**src/shared/nvmc_params.svh**
```systemverilog
// Constants for the nonvolatile memory self-program controller
`ifndef NVMC_PARAMS_SVH
`define NVMC_PARAMS_SVH

// Register offsets on the software port
`define NVMC_OFS_ADDR_LO  3'h0
`define NVMC_OFS_ADDR_HI  3'h1
`define NVMC_OFS_DATA_LO  3'h2
`define NVMC_OFS_DATA_HI  3'h3
`define NVMC_OFS_CTRL     3'h4
`define NVMC_OFS_KEY      3'h5
`define NVMC_OFS_IRQ_FLG  3'h6
`define NVMC_OFS_IRQ_ENA  3'h7

// Control register field positions
`define NVMC_BIT_FLASH    7
`define NVMC_BIT_CFG      6
`define NVMC_BIT_LATCH    5
`define NVMC_BIT_ERASE    4
`define NVMC_BIT_ERR      3
`define NVMC_BIT_PROG_EN  2
`define NVMC_BIT_WR       1
`define NVMC_BIT_RD       0

// Reset values and fixed patterns
`define NVMC_RST_BYTE     8'h00
`define NVMC_ADDR_HI_PAD  1'b1
`define NVMC_KEY_FIRST    8'h55
`define NVMC_KEY_SECOND   8'hAA

// Accessible configuration addresses
`define NVMC_CFG_UID_LAST 15'h0003
`define NVMC_CFG_ID_WORD  15'h0006
`define NVMC_CFG_WORD_LO  15'h0007
`define NVMC_CFG_WORD_HI  15'h0008

`endif

```
**src/shared/nvmc_pkg.sv**
```systemverilog
// Types for the nonvolatile memory self-program controller
`default_nettype none
package nvmc_pkg;

    // Sequencer states, one-hot
    typedef enum logic [3:0] {
        NVMC_ST_IDLE  = 4'b0001,
        NVMC_ST_READ  = 4'b0010,
        NVMC_ST_LATCH = 4'b0100,
        NVMC_ST_BUSY  = 4'b1000
    } nvmc_state_type;

    // Unlock key tracker, one-hot
    typedef enum logic [2:0] {
        NVMC_KEY_NONE  = 3'b001,
        NVMC_KEY_HALF  = 3'b010,
        NVMC_KEY_OPEN  = 3'b100
    } nvmc_key_type;

    // Command to the arrays
    typedef enum logic [2:0] {
        NVMC_CMD_NONE  = 3'h0,
        NVMC_CMD_READ  = 3'h1,
        NVMC_CMD_LATCH = 3'h2,
        NVMC_CMD_PROG  = 3'h3,
        NVMC_CMD_ERASE = 3'h4,
        NVMC_CMD_EEWR  = 3'h5
    } nvmc_cmd_type;

    // Software register port
    typedef struct packed {
        logic [2:0] addr;
        logic [7:0] wdata;
        logic       wr;
        logic       rd;
    } nvmc_bus_type;

    // Request toward the arrays
    typedef struct packed {
        logic         req;
        nvmc_cmd_type cmd;
        logic         flash;
        logic         cfg;
        logic [14:0]  addr;
        logic [13:0]  wdata;
    } nvmc_mem_type;

    // Control register contents
    typedef struct packed {
        logic flash;
        logic cfg;
        logic latch_only;
        logic erase;
        logic err;
        logic prog_en;
        logic wr;
        logic rd;
    } nvmc_ctrl_type;

endpackage
`default_nettype wire

```
**src/logic/nvmc_ctrl.sv**
```systemverilog
// Nonvolatile memory self-program controller: registers, unlock and sequencer
//
// Local design decisions: strobed register access and the placing of the registers.
`timescale 1ns/1ps
`default_nettype none
`include "nvmc_params.svh"

////////////////////////////////////////////////////////////////////////////
// Register map on the software port
//   0  address low, all eight bits stored
//   1  address high, seven bits stored, top bit always reads one
//   2  data low, bits 7:0 of the data pair
//   3  data high, bits 13:8 of the data pair, top two bits read zero
//   4  control: space selects, latch-only, erase, error, enable, strobes
//   5  unlock key, write-only, never stored, reads zero
//   6  done flag in bit 0, set by hardware, cleared by software
//   7  done interrupt enable in bit 0
//
// Control bits
//   7  flash select, one for program flash
//   6  config select, one for config, user ID and device ID words
//   5  latch-only, flash and config space only
//   4  erase select, flash and config space only, cleared after erase
//   3  error flag, software may clear, a hardware set wins
//   2  program enable, zero blocks every write and erase
//   1  write strobe, set only, cleared when the array finishes or the latch cycle ends
//   0  read strobe, set only, cleared after one array cycle
//
// Unlock
//   Key 55h then AAh, then the strobe write as the next bus access.
//   Idle cycles between them keep the key; any other access drops it.
//   A strobe that meets no key, no enable or a read-only config word
//   only raises the error flag and starts nothing.
//
// Sequencer
//   Idle to read: one cycle, array data captured, read strobe drops.
//   Idle to latch: one cycle, latches loaded, stall for that cycle.
//   Idle to busy: until the array reports done or abort.
//   Busy ends with strobe and stall low and the done flag set;
//   an abort sets the error flag instead of the done flag.
//   Erase also clears the erase select when it completes.
//
// Memory side
//   A request is a one-cycle pulse; command, space selects, address
//   and data stand beside it, and the command holds until the end.
//   Commands: none, read, latch load, program, erase, EEPROM write.
//   Done and abort count only while a timed command runs.
//
// Interrupt
//   The done flag is sticky; the request level is flag and enable,
//   registered from their next values, so it changes in the same cycle as either one.
//
// Hazards and limits
//   The array must answer a read in the request cycle; a slower array
//   needs a wait state that this block does not provide.
//   A strobe written while a timed write runs is dropped without an
//   error: the strobe bit already reads one, so software sees it busy.
//   A strobe during a read cycle is dropped as well, but still uses
//   up the key, so software retries with a fresh unlock.
//   Dropping the two instructions after the strobe is left to the
//   processor; this block only raises the stall level.
//   Control writes while busy still change the space selects seen by
//   the arrays, so software must leave them alone until idle.
//   Latch-only loads need the unlock too, and raise no done flag.
//   The error flag is not set by an accepted strobe, only by a refused
//   one or by an abort, so a clean write leaves it at zero.
////////////////////////////////////////////////////////////////////////////

module nvmc_ctrl
    import nvmc_pkg::*;
(
    input  wire logic         clk_sys_i,
    input  wire logic         reset_i,
    input  wire nvmc_bus_type bus_i,
    output var  logic [7:0]   bus_rdata_o,
    output var  nvmc_mem_type mem_o,
    input  wire logic [13:0]  mem_rdata_i,
    input  wire logic         mem_done_i,
    input  wire logic         mem_abort_i,
    output var  logic         cpu_stall_o,
    output var  logic         nvm_irq_o
);

    ////////////////////////////////////////////////////////////////////////
    // State record
    // One record for all state, so reset and update cannot drift apart
    // and the outputs are plain copies of its fields
    typedef struct packed {
        nvmc_state_type st;
        nvmc_key_type   key;
        nvmc_ctrl_type  ctrl;
        logic [7:0]     addr_lo;
        logic [6:0]     addr_hi;
        logic [13:0]    data;
        logic           done_flag;
        logic           done_ie;
        logic [7:0]     rdata;
        nvmc_mem_type   mem;
        logic           stall;
        logic           irq;
    } nvmc_regs_type;

    nvmc_regs_type r_r;
    nvmc_regs_type r_nxt;

    ////////////////////////////////////////////////////////////////////////
    // Decoded helpers
    logic        wr_ctrl;
    logic        wr_key;
    logic        is_eeprom;
    logic [14:0] full_addr;
    logic        cfg_readable;
    logic        cfg_writable;
    logic        wr_request;
    logic        rd_request;
    logic        wr_allowed;
    logic        op_done;
    logic        op_abort;

    // Bus strobes toward the control and key registers
    // Only these two offsets do more than a plain store
    always_comb begin
        wr_ctrl = bus_i.wr && (bus_i.addr == `NVMC_OFS_CTRL);
        wr_key  = bus_i.wr && (bus_i.addr == `NVMC_OFS_KEY);
    end

    // Target space and address checks
    // Config space decodes the whole 15-bit address; the config
    // select itself marks the region
    always_comb begin
        is_eeprom    = !r_r.ctrl.cfg && !r_r.ctrl.flash;
        full_addr    = {r_r.addr_hi, r_r.addr_lo};
        cfg_writable = (full_addr <= `NVMC_CFG_UID_LAST);
        cfg_readable = cfg_writable
                    || (full_addr == `NVMC_CFG_ID_WORD)
                    || (full_addr == `NVMC_CFG_WORD_LO)
                    || (full_addr == `NVMC_CFG_WORD_HI);
    end

    // Strobe requests; a strobe already set is not a new request
    // So a busy sequencer never sees a second start; read yields
    // to write when both are written at once
    always_comb begin
        wr_request = wr_ctrl && bus_i.wdata[`NVMC_BIT_WR] && !r_r.ctrl.wr;
        rd_request = wr_ctrl && bus_i.wdata[`NVMC_BIT_RD] && !r_r.ctrl.rd
                  && !bus_i.wdata[`NVMC_BIT_WR]
                  && r_r.st == NVMC_ST_IDLE;
    end

    // A write needs the key, the enable and a writable target
    // One place, so refusal and error flag share one cause
    always_comb begin
        wr_allowed = (r_r.key == NVMC_KEY_OPEN)
                  && r_r.ctrl.prog_en
                  && (r_r.st == NVMC_ST_IDLE)
                  && (!r_r.ctrl.cfg || cfg_writable);
    end

    // Array handshake while busy
    // Done wins over abort when both come at once
    always_comb begin
        op_done  = (r_r.st == NVMC_ST_BUSY) && mem_done_i;
        op_abort = (r_r.st == NVMC_ST_BUSY) && mem_abort_i && !mem_done_i;
    end

    ////////////////////////////////////////////////////////////////////////
    // Next-state logic
    // Later assignments win: hardware sets and clears come after the
    // software writes so that the hardware event has priority
    always_comb begin
        r_nxt         = r_r;
        r_nxt.mem.req = 1'b0;
        r_nxt.rdata   = `NVMC_RST_BYTE;

        // Key tracker: any access other than the second key breaks it
        // Idle cycles leave it where it is; a wrong byte or any other
        // access starts it over
        if (wr_key) begin
            if (bus_i.wdata == `NVMC_KEY_FIRST) begin
                r_nxt.key = NVMC_KEY_HALF;
            end else if (bus_i.wdata == `NVMC_KEY_SECOND
                         && r_r.key == NVMC_KEY_HALF) begin
                r_nxt.key = NVMC_KEY_OPEN;
            end else begin
                r_nxt.key = NVMC_KEY_NONE;
            end
        end else if (bus_i.wr || bus_i.rd) begin
            r_nxt.key = NVMC_KEY_NONE;
        end

        // Plain register writes
        // Strobe bits left out; only the strobe logic sets them
        if (bus_i.wr) begin
            if (bus_i.addr == `NVMC_OFS_ADDR_LO) begin
                r_nxt.addr_lo = bus_i.wdata;
            end else if (bus_i.addr == `NVMC_OFS_ADDR_HI) begin
                r_nxt.addr_hi = bus_i.wdata[6:0];
            end else if (bus_i.addr == `NVMC_OFS_DATA_LO) begin
                r_nxt.data[7:0] = bus_i.wdata;
            end else if (bus_i.addr == `NVMC_OFS_DATA_HI) begin
                r_nxt.data[13:8] = bus_i.wdata[5:0];
            end else if (bus_i.addr == `NVMC_OFS_CTRL) begin
                r_nxt.ctrl.flash = bus_i.wdata[`NVMC_BIT_FLASH];
                r_nxt.ctrl.cfg   = bus_i.wdata[`NVMC_BIT_CFG];
                r_nxt.ctrl.latch_only = bus_i.wdata[`NVMC_BIT_LATCH];
                r_nxt.ctrl.erase = bus_i.wdata[`NVMC_BIT_ERASE];
                r_nxt.ctrl.err   = bus_i.wdata[`NVMC_BIT_ERR];
                r_nxt.ctrl.prog_en = bus_i.wdata[`NVMC_BIT_PROG_EN];
            end else if (bus_i.addr == `NVMC_OFS_IRQ_FLG) begin
                r_nxt.done_flag = bus_i.wdata[0];
            end else if (bus_i.addr == `NVMC_OFS_IRQ_ENA) begin
                r_nxt.done_ie = bus_i.wdata[0];
            end
        end

        // Read data, one cycle after the read strobe
        // Zero in every other cycle, so nothing stale stays on the
        // read port
        if (bus_i.rd) begin
            if (bus_i.addr == `NVMC_OFS_ADDR_LO) begin
                r_nxt.rdata = r_r.addr_lo;
            end else if (bus_i.addr == `NVMC_OFS_ADDR_HI) begin
                r_nxt.rdata = {`NVMC_ADDR_HI_PAD, r_r.addr_hi};
            end else if (bus_i.addr == `NVMC_OFS_DATA_LO) begin
                r_nxt.rdata = r_r.data[7:0];
            end else if (bus_i.addr == `NVMC_OFS_DATA_HI) begin
                r_nxt.rdata = {2'h0, r_r.data[13:8]};
            end else if (bus_i.addr == `NVMC_OFS_CTRL) begin
                r_nxt.rdata = r_r.ctrl;
            end else if (bus_i.addr == `NVMC_OFS_IRQ_FLG) begin
                r_nxt.rdata = {7'h00, r_r.done_flag};
            end else if (bus_i.addr == `NVMC_OFS_IRQ_ENA) begin
                r_nxt.rdata = {7'h00, r_r.done_ie};
            end else begin
                r_nxt.rdata = `NVMC_RST_BYTE;
            end
        end

        // Read strobe: one array cycle, then cleared by hardware
        // The array must answer within that cycle
        if (rd_request) begin
            r_nxt.ctrl.rd = 1'b1;
            r_nxt.st      = NVMC_ST_READ;
            r_nxt.mem.req = 1'b1;
            r_nxt.mem.cmd = NVMC_CMD_READ;
        end

        // Write strobe: checked against key, enable and target
        // Any strobe uses up the key, refused or not, so a second
        // try needs a fresh unlock
        if (wr_request) begin
            r_nxt.key = NVMC_KEY_NONE;
            if (wr_allowed) begin
                r_nxt.ctrl.wr = 1'b1;
                r_nxt.mem.req = 1'b1;
                if (is_eeprom) begin
                    r_nxt.mem.cmd = NVMC_CMD_EEWR;
                    r_nxt.st      = NVMC_ST_BUSY;
                end else if (r_r.ctrl.erase) begin
                    r_nxt.mem.cmd = NVMC_CMD_ERASE;
                    r_nxt.st      = NVMC_ST_BUSY;
                    r_nxt.stall   = 1'b1;
                end else if (r_r.ctrl.latch_only) begin
                    r_nxt.mem.cmd = NVMC_CMD_LATCH;
                    r_nxt.st      = NVMC_ST_LATCH;
                    r_nxt.stall   = 1'b1;
                end else begin
                    r_nxt.mem.cmd = NVMC_CMD_PROG;
                    r_nxt.st      = NVMC_ST_BUSY;
                    r_nxt.stall   = 1'b1;
                end
            end else if (r_r.st == NVMC_ST_IDLE) begin
                // Refused strobe: nothing starts, strobe stays clear
                r_nxt.ctrl.err = 1'b1;
            end
        end

        // Address and data to the arrays follow the registers
        // Next values, so a request already carries a control or
        // address write made in the same cycle
        r_nxt.mem.flash = r_nxt.ctrl.flash;
        r_nxt.mem.cfg   = r_nxt.ctrl.cfg;
        r_nxt.mem.addr  = {r_nxt.addr_hi, r_nxt.addr_lo};
        r_nxt.mem.wdata = r_nxt.data;

        // Sequencer
        // Idle waits for a strobe; the others end alone or on the array
        case (r_r.st)
            NVMC_ST_IDLE: begin
                r_nxt.stall = r_nxt.stall;
            end
            NVMC_ST_READ: begin
                // Array answers in the cycle of the request
                // Data EEPROM words are one byte, high byte reads zero
                if (r_r.ctrl.cfg && !cfg_readable) begin
                    r_nxt.data = 14'h0000;
                end else if (is_eeprom) begin
                    r_nxt.data = {6'h00, mem_rdata_i[7:0]};
                end else begin
                    r_nxt.data = mem_rdata_i;
                end
                r_nxt.ctrl.rd = 1'b0;
                r_nxt.st      = NVMC_ST_IDLE;
                r_nxt.mem.cmd = NVMC_CMD_NONE;
            end
            NVMC_ST_LATCH: begin
                // Latch load is a single cycle, not self-timed
                // No done flag: only timed operations report it
                r_nxt.ctrl.wr = 1'b0;
                r_nxt.stall   = 1'b0;
                r_nxt.st      = NVMC_ST_IDLE;
                r_nxt.mem.cmd = NVMC_CMD_NONE;
            end
            NVMC_ST_BUSY: begin
                // Command and stall hold until the array reports
                if (op_done || op_abort) begin
                    r_nxt.ctrl.wr = 1'b0;
                    r_nxt.stall   = 1'b0;
                    r_nxt.st      = NVMC_ST_IDLE;
                    r_nxt.mem.cmd = NVMC_CMD_NONE;
                end
                if (op_done && r_r.mem.cmd == NVMC_CMD_ERASE) begin
                    r_nxt.ctrl.erase = 1'b0;
                end
                if (op_done) begin
                    r_nxt.done_flag = 1'b1;
                end
                if (op_abort) begin
                    r_nxt.ctrl.err = 1'b1;
                end
            end
            default: begin
                // A stray code recovers to idle
                r_nxt.st    = NVMC_ST_IDLE;
                r_nxt.stall = 1'b0;
            end
        endcase

        // Interrupt request from the sticky done flag
        // Registered from the next flag and enable, so it changes in the same cycle as they do
        r_nxt.irq = r_nxt.done_flag && r_nxt.done_ie;
    end

    ////////////////////////////////////////////////////////////////////////
    // State register
    // Synchronous reset; every field gets its cleared value
    always_ff @(posedge clk_sys_i) begin
        if (reset_i) begin
            r_r.st        <= NVMC_ST_IDLE;
            r_r.key       <= NVMC_KEY_NONE;
            r_r.ctrl      <= `NVMC_RST_BYTE;
            r_r.addr_lo   <= `NVMC_RST_BYTE;
            r_r.addr_hi   <= 7'h00;
            r_r.data      <= 14'h0000;
            r_r.done_flag <= 1'b0;
            r_r.done_ie   <= 1'b0;
            r_r.rdata     <= `NVMC_RST_BYTE;
            r_r.mem       <= '0;
            r_r.stall     <= 1'b0;
            r_r.irq       <= 1'b0;
        end else begin
            r_r <= r_nxt;
        end
    end

    ////////////////////////////////////////////////////////////////////////
    // Outputs, each straight from the state register
    // No logic between the record and the ports
    always_comb begin
        bus_rdata_o = r_r.rdata;
        mem_o       = r_r.mem;
        cpu_stall_o = r_r.stall;
        nvm_irq_o   = r_r.irq;
    end

endmodule
`default_nettype wire

```
**config.mk**
```make
export PLATFORM = sky130hd
export DESIGN_NAME = nvmc_ctrl
export DESIGN_NICKNAME = d
export VERILOG_FILES = /design/src/shared/nvmc_pkg.sv /design/src/logic/nvmc_ctrl.sv
export VERILOG_INCLUDE_DIRS = /design/src /design/src/shared
export SDC_FILE = /design/constraint.sdc
export NUM_CORES = 1
export LEC_CHECK = 0
export ABC_AREA = 1
export BUFFER_PORTS_ARGS = -buffer_cell sky130_fd_sc_hd__buf_2
export CAP_MARGIN = 20
export CELL_PAD_IN_SITES_DETAIL_PLACEMENT = 1
export CELL_PAD_IN_SITES_GLOBAL_PLACEMENT = 1
export CORE_MARGIN = 2
export CORE_UTILIZATION = 36
export CTS_BUF_LIST = sky130_fd_sc_hd__clkbuf_8 sky130_fd_sc_hd__clkbuf_16
export CTS_CLUSTER_SIZE = 12
export DETAILED_ROUTE_END_ITERATION = 8
export PLACE_DENSITY = 0.78
export SETUP_SLACK_MARGIN = 0.3
export SLEW_MARGIN = 20
export SYNTH_ARGS = -nofsm -noshare
export SYNTH_HDL_FRONTEND = slang
export SYNTH_SLANG_ARGS = --single-unit
export TNS_END_PERCENT = 20
```
**constraint.sdc**
```tcl
create_clock -name clk_sys_i -period 1.4 [get_ports clk_sys_i]
set_clock_uncertainty 0.2 [all_clocks]
set_input_delay 0.35 -clock clk_sys_i [delete_from_list [all_inputs] [get_ports clk_sys_i]]
set_output_delay 0.35 -clock clk_sys_i [all_outputs]
set_load 0.02 [all_outputs]
```
# Word-level counts from Yosys, hierarchy flattened
# Cells that the tools add are included.
# word_totals
reg_bits,89
in_bits,31
out_inout_bits,45
elab_cells,154
# op_classes
n_lt_le_gt_ge,1
eq_ne,19
mux,67
bitwise,5
n_reduce_logical,40
# op_table
operator,count
$mux 8,7
$mux 6,8
$mux 14,3
$mux 4,9
$mux 31,1
$eq 15x3->1 const B,2
$mux 23,1
$mux 3,7
$mux 1,20
$logic_and 1x1->1,19
$eq 3x3->1 const B,6
$mux 16,1
$eq 15x4->1 const B,1
$le 15x2->1 const B,1
$mux 7,2
$reduce_or 2->1,5
$eq 3x2->1 const B,3
$eq 8x7->1 const B,1
$eq 8x8->1 const B,1
$mux 2,4
$pmux 4 s2,1
$logic_not 1->1,7
$logic_or 1x1->1,6
$pmux 3 s2,1
10 further kinds,15

# Depth between registers and ports, before layout
# Gate-level depths: netlist of the first run.
# logic_depth
word_depth,12
ltp_mapped,9
ltp_nobuf,9

# Worst setup path after synthesis of the first run
# OpenSTA, ideal clock, no wires.
# synth_path
path_kind,input port to flip-flop
from,input port bus_i[10] (netlist name)
to,register r_r[52] (netlist name)
setup_ps,59
arrival_time_ps,1263
t_required_ps,1141
path_slack_ps,-122
path_stages,9
cell_sequence,inv_1 > nand2_1 > nor2_4 > nand2_4 > buf_8 > nand2_4 > o21ai_2 > or2_1 > nand2_1
# synth_via
elab_chain_len,6
word_cells_on_any_way,8
# synth_rtl
item,line,source
start: declaration,nvmc_ctrl.sv:74,"input wire nvmc_bus_type bus_i,"
$eq 3x2->1 (no line),--,
$mux 8,nvmc_ctrl.sv:198,end else if (bus_i.addr == `NVMC_OFS_DATA_LO) begin
$mux 16,nvmc_ctrl.sv:196,end else if (bus_i.addr == `NVMC_OFS_ADDR_HI) begin
$mux 23 *,nvmc_ctrl.sv:194,if (bus_i.addr == `NVMC_OFS_ADDR_LO) begin
$mux 31 *,nvmc_ctrl.sv:193,if (bus_i.wr) begin
$mux 14 *,nvmc_ctrl.sv:288,case (r_r.st)
end signal: assignment,nvmc_ctrl.sv:362,r_r <= r_nxt;
end: declaration,nvmc_ctrl.sv:103,nvmc_regs_type r_r;
# Every way passes the cells marked *; elsewhere a longest branch is shown, timed or not.
# A chain may end at the register's enable or synchronous reset.

# Final worst setup path of the first run
# layout_path
from,register r_r[84] (netlist name)
to,register r_r (netlist bit mem_o[31])
# layout_via
elab_chain_len,8
# layout_rtl
item,line,source
$eq 3x3->1 *,nvmc_ctrl.sv:153,wr_allowed = (r_r.key == NVMC_KEY_OPEN)
$logic_and 1x1->1 *,nvmc_ctrl.sv:154,&& r_r.ctrl.prog_en
$logic_and 1x1->1 *,nvmc_ctrl.sv:155,&& (r_r.st == NVMC_ST_IDLE)
$logic_and 1x1->1 *,nvmc_ctrl.sv:156,&& (!r_r.ctrl.cfg || cfg_writable);
$mux 4 *,nvmc_ctrl.sv:253,if (wr_allowed) begin
$mux 4 *,nvmc_ctrl.sv:251,if (wr_request) begin
$mux 3,nvmc_ctrl.sv:316,if (op_done || op_abort) begin
$pmux 3 s2 *,nvmc_ctrl.sv:288,
# Marks and branches as above.

==> impl_metrics.env, run 1 <==
export IMPL_wl_um=16340
export IMPL_critPathMaxFanout=5
export IMPL_dpl_hpwl_um=9600
export IMPL_reg2reg_depth=6
export IMPL_stdcell_count=741
export IMPL_crit_top_cell="nor2_1"
export IMPL_antennaDiodeCount=0
export IMPL_synthToLayoutAreaGrowth_pct=57.66
export IMPL_clk_pin_slew_worst_paths_ns=0.08
export IMPL_cp_depth=6
export IMPL_cts_buffers=9
export IMPL_drc=0
export IMPL_ys_seq_area_frac=0.4059
export IMPL_initial_core_util=0.3717
export IMPL_grt_use_total=0.2689
export IMPL_avgSynthCellArea_sq_um=7.635
export IMPL_first_pass_iters=5
export IMPL_crit_type="reg -> reg"
export IMPL_ir_worst_vdd_mv=0.5029
export IMPL_root_buffer="clkbuf_8"
export IMPL_synth_edf_count=0
export IMPL_grt_max_degree=17
export IMPL_drt_initial_drc_count=227
export IMPL_whs_ns=0.006162
export IMPL_ioPinCount=76
export IMPL_tritoncts="yes"
export IMPL_rsz0062_at_grt="true"
export IMPL_dieArea_sq_um=10960
export IMPL_cts_path_max_buffers=2
export IMPL_leakage_nw=2.434
export IMPL_ant_nets=0
export IMPL_critPathTopFamily="simple AND/OR/NAND/NOR gates"
export IMPL_violations="negative setup slack"
export IMPL_drt_vias_per_instance=5.395
export IMPL_outcome="finished, violations left"
export IMPL_period_share=1.224
export IMPL_synth_seq_cells=74
export IMPL_fp_dieW_um=104.7
export IMPL_dr_total_vias=3998
export IMPL_slew_headroom=0.7404
export IMPL_fin_setup_tns_ns=-7.566
export IMPL_worst_skew_pair_late_latency_ns=0.37
export IMPL_period_minus_slack_ns=1.713
export IMPL_rows=36
export IMPL_worstMarginPinSlew_ns=0.3859
export IMPL_cp_slowest_cell="dfxtp_1"
export IMPL_hp_class="in -> reg"
export IMPL_grt_pass1_vias=4208
export IMPL_wl_per_cell_um=22.06
export IMPL_setup_viol=48
export IMPL_final_core_util=0.5860
export IMPL_end_kind="register"
export IMPL_ys_flop_type="dfxtp_1"
export IMPL_start_kind="register"
export IMPL_cts_htree_levels=3
export IMPL_maxCapViolCount=0
export IMPL_nets=634
export IMPL_place_inst=717
export IMPL_yosys_warnings=0
export IMPL_overflow=0
export IMPL_place_gp_congestion=0.9050
export IMPL_die_y_um=104.7
export IMPL_async_flop_share=0
export IMPL_antenna_found_initial=0
export IMPL_power_density_nw_per_um2=832.6
export IMPL_finalWorstSetupSlack_ns=-0.3133
export IMPL_syn_area_sq_um=3650
export IMPL_port_buffers=75
export IMPL_cp_num_buf_inv=0
export IMPL_crit_arrival_ns=1.78
export IMPL_cp_required_ns=1.47
export IMPL_reg2reg_slack_ns=-0.31
export IMPL_cts_sinks=74
export IMPL_coreArea_sq_um=9819
export IMPL_critPathMaxStageDelay_ns=0.36
export IMPL_hold_depth=3
export IMPL_hold_viol=0
export IMPL_syn_nets=509
export IMPL_layout_drive_gt1_share=0.5740
export IMPL_max_freq_ghz=0.5837
export IMPL_slew_violations=0
export IMPL_path_cells="nor2_2 -> nand3_2 -> nor2_4 -> nand4_1 -> nor2_1 -> nor2_1"
export IMPL_grt_pass1_wl_um=22710
export IMPL_total_power_mw=4.791
export IMPL_postSynthCellCount=478
export IMPL_synth_cell_types=40
-- final cells by class --
class | instances | area (sq um)
Clock buffer | 11 | 151.4
Clock inverter | 5 | 53.80
Fill cell | 1171 | 4065
Inverter | 49 | 226.5
Multi-Input combinational cell | 300 | 2059
Sequential cell | 74 | 1551
Tap cell | 133 | 166.4
Timing Repair Buffer | 169 | 1545
-- path summary, 6_finish.rpt --
kind | from | end
worst max-delay path | r_r[84] | mem_o[31]
worst min-delay path | mem_rdata_i[6] | r_r[53]
worst max register to register | r_r[84] | mem_o[31]
worst min register to register | cpu_stall_o | cpu_stall_o
-- cell usage after synthesis (3+ instances only) --
master | number | share of area
o22ai_1 | 5 | 0.0086
dfxtp_1 | 74 | 0.41
nand4_1 | 4 | 0.0069
nand2_4 | 3 | 0.0093
inv_1 | 44 | 0.045
o21ai_1 | 8 | 0.011
buf_2 | 5 | 0.0069
a31oi_1 | 6 | 0.010
or2_1 | 8 | 0.014
a211oi_2 | 6 | 0.021
a21oi_1 | 39 | 0.053
nand2_1 | 87 | 0.089
buf_4 | 43 | 0.088
a21oi_2 | 7 | 0.017
nor2_4 | 4 | 0.012
nor2_1 | 43 | 0.044
nand3b_1 | 8 | 0.016
clkbuf_1 | 4 | 0.0041
nor2_2 | 6 | 0.010
nand3_1 | 27 | 0.037
nor3_1 | 7 | 0.0096
o21ai_0 | 12 | 0.016
inv_2 | 4 | 0.0041
-- registers in the layout, indices dropped and copies added, names as in the netlist --
name / count
full_addr: 14
r_r: 29
nvm_irq_o: 1
bus_rdata_o: 8
mem_o: 21
cpu_stall_o: 1
-- power breakdown --
part	total [mW]	switching, mW	internal [mW]
clock network	1.78	0.869	0.911
logic	0.825	0.480	0.346
registers	2.19	0.0360	2.15
-- worst min-delay path, delay by kind of cell --
| kind | cells | cell delay, ns |
|---|---|---|
| buffers and inverters | 1 | 0.08 |
| AND/OR/NAND/NOR | 2 | 0.12 |
-- cells by family (layout without fill, tap and decap cells) --
kind of cell / Yosys count / in the layout / share of synthesized area
simple gates: 205 / 205 / 0.2698
buf+inv: 104 / 234 / 0.1608
compound gates: 95 / 95 / 0.1635
flops: 74 / 74 / 0.4059
-- repair_timing --
action | in CTS | in global routing
gates resized for setup | 207 | 89
hold buffers | 1 | 0
endpoints found under the setup margin | 119 | 117
cloned | 0 | 0
buffers inserted | 5 | 2
endpoints found under the hold margin | 1 | 0
pin swaps | 44 | 45
-- placed cells by master (no fill, tap or decap), drive strengths merged --
master / Yosys / layout
o21a: 1 / 1
nor3: 8 / 8
o22ai: 5 / 5
nand4: 4 / 4
o211ai: 2 / 2
nor4: 1 / 1
nand3: 30 / 30
nand2: 92 / 92
nand3b: 8 / 8
a21oi: 46 / 46
nor2: 53 / 53
o2111ai: 1 / 1
or2: 9 / 9
a211oi: 6 / 6
o21bai: 1 / 1
a41oi: 2 / 2
buf: 51 / 168
a22oi: 1 / 1
a21boi: 2 / 2
clkinvlp: 0 / 2
dlygate4sd3: 0 / 1
o21ai: 22 / 22
clkbuf: 4 / 11
clkinv: 0 / 3
bufinv: 0 / 1
a31oi: 6 / 6
dfxtp: 74 / 74
inv: 49 / 48
-- through the flow --
step	cell area (sq um)	setup slack (ns)
floorplan	3700	-0.09028
global placement	4502	-0.4377
detailed placement	4502	-0.4537
CTS	5389	-0.1802
global route	5754	-0.3163
finish	5754	-0.3133
-- routing by layer --
layer,track usage,up-vias,share of wire
li1,-,1772,-
met1,0.2959,1969,0.37
met2,0.4823,188,0.52
met3,0.05240,69,0.058
met4,0.1514,0,0.053
met5,0,-,0
Note: power is estimated with default switching activity, not from simulation.
==> run 2: changes to the inputs <==
--- a/config.mk
+++ b/config.mk
@@ -15,4 +15,5 @@
 export CORE_UTILIZATION = 36
 export CTS_BUF_LIST = sky130_fd_sc_hd__clkbuf_8 sky130_fd_sc_hd__clkbuf_16
+export CTS_CLUSTER_DIAMETER = 30
 export CTS_CLUSTER_SIZE = 12
 export DETAILED_ROUTE_END_ITERATION = 8
==> constraint.sdc (replaced) <==
create_clock -name clk_sys_i -period 1.4 [get_ports clk_sys_i]
set_clock_uncertainty 0.2 [all_clocks]
set_input_delay 0.28 -clock clk_sys_i [delete_from_list [all_inputs] [get_ports clk_sys_i]]
set_output_delay 0.28 -clock clk_sys_i [all_outputs]
set_load 0.02 [all_outputs]
==> impl_metrics.env, run 2 (same netlist as run 1, synthesis figures left out) <==
export IMPL_hold_end="full_addr[6]"
export IMPL_drc=0
export IMPL_tritoncts="yes"
export IMPL_place_gp_congestion=0.9503
export IMPL_grt_max_degree=17
export IMPL_worst_skew_pair_late_latency_ns=0.38
export IMPL_drt_vias_per_instance=5.459
export IMPL_rsz0062_at_grt="true"
export IMPL_r2r_start="full_addr[2]"
export IMPL_crit_type="reg -> reg"
export IMPL_coreArea_sq_um=9819
export IMPL_leakage_nw=2.484
export IMPL_cp_slowest_cell="dfxtp_4"
export IMPL_hp_class="in -> reg"
export IMPL_dpl_hpwl_um=9491
export IMPL_layout_drive_gt1_share=0.5977
export IMPL_fp_dieW_um=104.7
export IMPL_first_pass_iters=5
export IMPL_root_buffer="clkbuf_8"
export IMPL_period_minus_slack_ns=1.693
export IMPL_slew_headroom=0.7925
export IMPL_wl_per_cell_um=23.79
export IMPL_outcome="finished, violations left"
export IMPL_grt_pass1_wl_um=23890
export IMPL_reg2reg_slack_ns=-0.29
export IMPL_overflow=0
export IMPL_dr_total_vias=4078
export IMPL_ant_nets=0
export IMPL_start_kind="register"
export IMPL_setup_viol=46
export IMPL_finalWorstSetupSlack_ns=-0.2928
export IMPL_initial_core_util=0.3717
export IMPL_cp_num_buf_inv=2
export IMPL_final_cell_mix="71 x nand2_1, 67 x buf_6, 65 x buf_4"
export IMPL_cts_path_max_buffers=2
export IMPL_hold_depth=3
export IMPL_ioPinCount=76
export IMPL_maxCapViolCount=0
export IMPL_largest_reg_flops=29
export IMPL_drt_initial_drc_count=281
export IMPL_whs_ns=0.02011
export IMPL_reg2reg_depth=8
export IMPL_final_common_cell="nand2_1"
export IMPL_ir_worst_vdd_mv=0.5686
export IMPL_grt_use_total=0.2813
export IMPL_synthToLayoutAreaGrowth_pct=60.82
export IMPL_cts_buffers=9
export IMPL_regMostFlops="r_r"
export IMPL_crit_arrival_ns=1.75
export IMPL_dieArea_sq_um=10960
export IMPL_path_cells="inv_4 -> a21oi_2 -> nor2_2 -> o211ai_1 -> nand3_2 -> buf_12 -> nand3b_1 -> nand2_1"
export IMPL_critPathMaxFanout=7
export IMPL_slew_violations=0
export IMPL_end_kind="register"
export IMPL_cts_htree_levels=3
export IMPL_antenna_found_initial=0
export IMPL_period_share=1.209
export IMPL_port_buffers=75
export IMPL_worstMarginPinSlew_ns=0.3098
export IMPL_violations="negative setup slack"
export IMPL_max_freq_ghz=0.5907
export IMPL_nets=640
export IMPL_clk_pin_slew_worst_paths_ns=0.09
export IMPL_power_density_nw_per_um2=821.9
export IMPL_hold_viol=0
export IMPL_r2r_end="r_r[57]"
export IMPL_critPathMaxStageDelay_ns=0.38
export IMPL_rows=36
export IMPL_cts_sinks=74
export IMPL_wl_um=17770
export IMPL_grt_pass1_vias=4310
export IMPL_die_y_um=104.7
export IMPL_fin_setup_tns_ns=-6.596
export IMPL_holdCritStartpoint="bus_i[8]"
export IMPL_antennaDiodeCount=0
export IMPL_critPathTopFamily="simple AND/OR/NAND/NOR gates"
export IMPL_cp_required_ns=1.46
run 2: final cells by class:
cell class | count | area [sq um]
clock buffers | 9 | 123.9
clock inverters | 7 | 68.82
fillers | 1144 | 3950
inverters | 49 | 211.5
multi-input cells | 300 | 2126
flip-flops and latches | 74 | 1553
well taps | 133 | 166.4
repair buffers | 175 | 1620
run 2: worst max path at each step:
stage            startpoint  depth (start not counted)  slack, ns        end
2_1_floorplan     bus_i[10]                          9      -0.02    r_r[52]
6_report       full_addr[2]                          8      -0.29    r_r[57]
3_5_place_dp      bus_i[10]                          8      -0.40  mem_o[31]
5_1_grt        full_addr[2]                          8      -0.34    r_r[57]
3_3_place_gp      bus_i[10]                          8      -0.38  mem_o[31]
4_1_cts        full_addr[8]                          8      -0.15    r_r[50]
run 2: where the power goes:
part	switching (mW)	internal, mW	leakage (nW)	total [mW]
Sequential	0.0424	2.15	0.623	2.19
Combinational	0.492	0.354	1.77	0.845
Clock	0.965	0.821	0.0954	1.79
Total	1.50	3.33	2.48	4.82
run 2: metrics by stage:
stage	power (mW)	instances	area [sq um]	util	setup slack, ns
detailed placement	2.815	706	4472	0.4554	-0.4021
floorplan	2.544	478	3740	-	-0.02009
global placement	2.798	706	4472	0.4554	-0.3765
global route	4.948	747	5869	0.5977	-0.3356
CTS	4.600	733	5414	0.5514	-0.1454
finish	4.824	747	5869	0.5977	-0.2928
run 2: timing repair:
action,in CTS,in global routing
hold buffers,8,0
pin swaps,23,49
endpoints found under the hold margin,8,0
endpoints found under the setup margin,113,113
cloned,0,1
setup buffers,3,13
resized for setup,208,93
run 2: tightest hold or removal path, cell delays in order:
cell	delay (ns)
buf_2	0.14
nand3_2	0.08
a21oi_2	0.05
run 2: routing by layer:
layer	part of all wire	global-route usage	vias to the layer above
li1	-	-	1798
met1	0.37	0.3079	2038
met2	0.52	0.5126	170
met3	0.045	0.05178	72
met4	0.058	0.1505	0
met5	0	0	-
==> run 3: changes to the inputs <==
Settings changed: PLACE_DENSITY 0.78 to unset, PLACE_DENSITY_LB_ADDON set to 0.1.
==> impl_metrics.env, run 3 (same netlist as run 1, synthesis figures left out) <==
export IMPL_wl_um=13570
export IMPL_drt_vias_per_instance=5.054
export IMPL_grt_use_total=0.2301
export IMPL_wl_per_cell_um=18.24
export IMPL_outcome="finished, violations left"
export IMPL_nets=637
export IMPL_end_kind="register"
export IMPL_hold_viol=0
export IMPL_final_cell_mix="73 x nand2_1, 69 x buf_4, 61 x buf_6"
export IMPL_fin_setup_tns_ns=-5.447
export IMPL_slew_violations=0
export IMPL_max_freq_ghz=0.6069
export IMPL_cp_required_ns=1.51
export IMPL_worst_skew_pair_late_latency_ns=0.38
export IMPL_first_pass_iters=4
export IMPL_antenna_found_initial=0
export IMPL_fp_dieW_um=104.7
export IMPL_synthToLayoutAreaGrowth_pct=59.92
export IMPL_drt_initial_drc_count=186
export IMPL_setup_viol=43
export IMPL_worstMarginPinSlew_ns=0.3863
export IMPL_cts_htree_levels=3
export IMPL_period_minus_slack_ns=1.648
export IMPL_clk_pin_slew_worst_paths_ns=0.08
export IMPL_rows=36
export IMPL_maxCapViolCount=0
export IMPL_final_common_cell="nand2_1"
export IMPL_pre_cts_slack_ns=-0.4474
export IMPL_place_gp_congestion=0.8740
export IMPL_tritoncts="yes"
export IMPL_cts_buffers=9
export IMPL_coreArea_sq_um=9819
export IMPL_ioPinCount=76
export IMPL_antennaDiodeCount=0
export IMPL_violations="negative setup slack"
export IMPL_grt_pass1_wl_um=19800
export IMPL_largest_reg_flops=29
export IMPL_period_share=1.177
export IMPL_critPathMaxFanout=7
export IMPL_power_density_nw_per_um2=820.9
export IMPL_regMostFlops="r_r"
export IMPL_dieArea_sq_um=10960
export IMPL_cts_sinks=74
export IMPL_ant_nets=0
export IMPL_hp_class="in -> reg"
export IMPL_port_buffers=75
export IMPL_slew_headroom=0.7405
export IMPL_cts_path_max_buffers=2
export IMPL_initial_core_util=0.3717
export IMPL_die_y_um=104.7
export IMPL_overflow=0
export IMPL_grt_pass1_vias=3880
export IMPL_root_buffer="clkbuf_8"
export IMPL_grt_max_degree=17
export IMPL_dr_total_vias=3760
export IMPL_start_kind="register"
export IMPL_crit_arrival_ns=1.76
export IMPL_layout_drive_gt1_share=0.5761
export IMPL_leakage_nw=2.459
export IMPL_ir_worst_vdd_mv=0.5211
export IMPL_drc=0
export IMPL_crit_type="reg -> reg"
export IMPL_dpl_hpwl_um=9082
export IMPL_finalWorstSetupSlack_ns=-0.2478
export IMPL_rsz0062_at_grt="true"
-- run 3: stage by stage --
stage               cells  cell area, sq um  utilization  hold WS, ns  total power [mW]
floorplan             478              3740            -       0.2113             2.544
global placement      714              4519       0.4602       0.2406             2.806
detailed placement    714              4519       0.4602       0.2509             2.818
CTS                   739              5398       0.5497      0.02039             4.681
global route          744              5837       0.5944      0.03661             4.977
finish                744              5837       0.5944      0.02431             4.791
-- run 3: metal layers --
| layer | vias to the layer above | GRT usage | share of wire |
|---|---|---|---|
| li1 | 1792 | - | - |
| met3 | 21 | 0.03556 | 0.040 |
| met2 | 84 | 0.4118 | 0.52 |
| met1 | 1863 | 0.2738 | 0.41 |
| met4 | 0 | 0.09429 | 0.023 |
| met5 | - | 0 | 0 |
-- run 3: where the power goes --
group / internal, mW / switching, mW / total, mW
logic: 0.362 / 0.462 / 0.824
registers: 2.16 / 0.0348 / 2.19
clock network: 0.872 / 0.905 / 1.78
total: 3.39 / 1.40 / 4.79
-- run 3: area by class of cell --
class | count | area (sq um)
Inverter | 49 | 234.0
Multi-Input combinational cell | 301 | 2142
Clock inverter | 6 | 65.06
Timing Repair Buffer | 171 | 1548
Tap cell | 133 | 166.4
Fill cell | 1183 | 3983
Clock buffer | 10 | 137.6
Sequential cell | 74 | 1544
-- run 3: worst max-delay path: stages, from the launching register on --
cell and delay (ns):
dfxtp_2 0.33, nor2_1 0.12, nand2_1 0.08, nor2_2 0.14, buf_4 0.12, o211ai_1 0.11
nand3_2 0.17, clkbuf_16 0.19, nand3b_1 0.08, nand2_1 0.07
-- run 3: repair_timing --
item / in CTS / in global routing
cloned: 0 / 2
hold buffers: 8 / 0
pin swaps: 23 / 52
endpoints found under the setup margin: 110 / 109
hold endpoints to repair: 8 / 0
setup buffers: 1 / 3
resized for setup: 189 / 103
-- run 3: final timing paths --
check                   from     endpoint  slack [ns]  cells past startpoint
max            full_addr[11]      r_r[60]       -0.25                      9
min          mem_rdata_i[10]      r_r[57]        0.02                      4
max reg2reg    full_addr[11]      r_r[60]       -0.25                      9
min reg2reg      cpu_stall_o  cpu_stall_o        0.29                      2
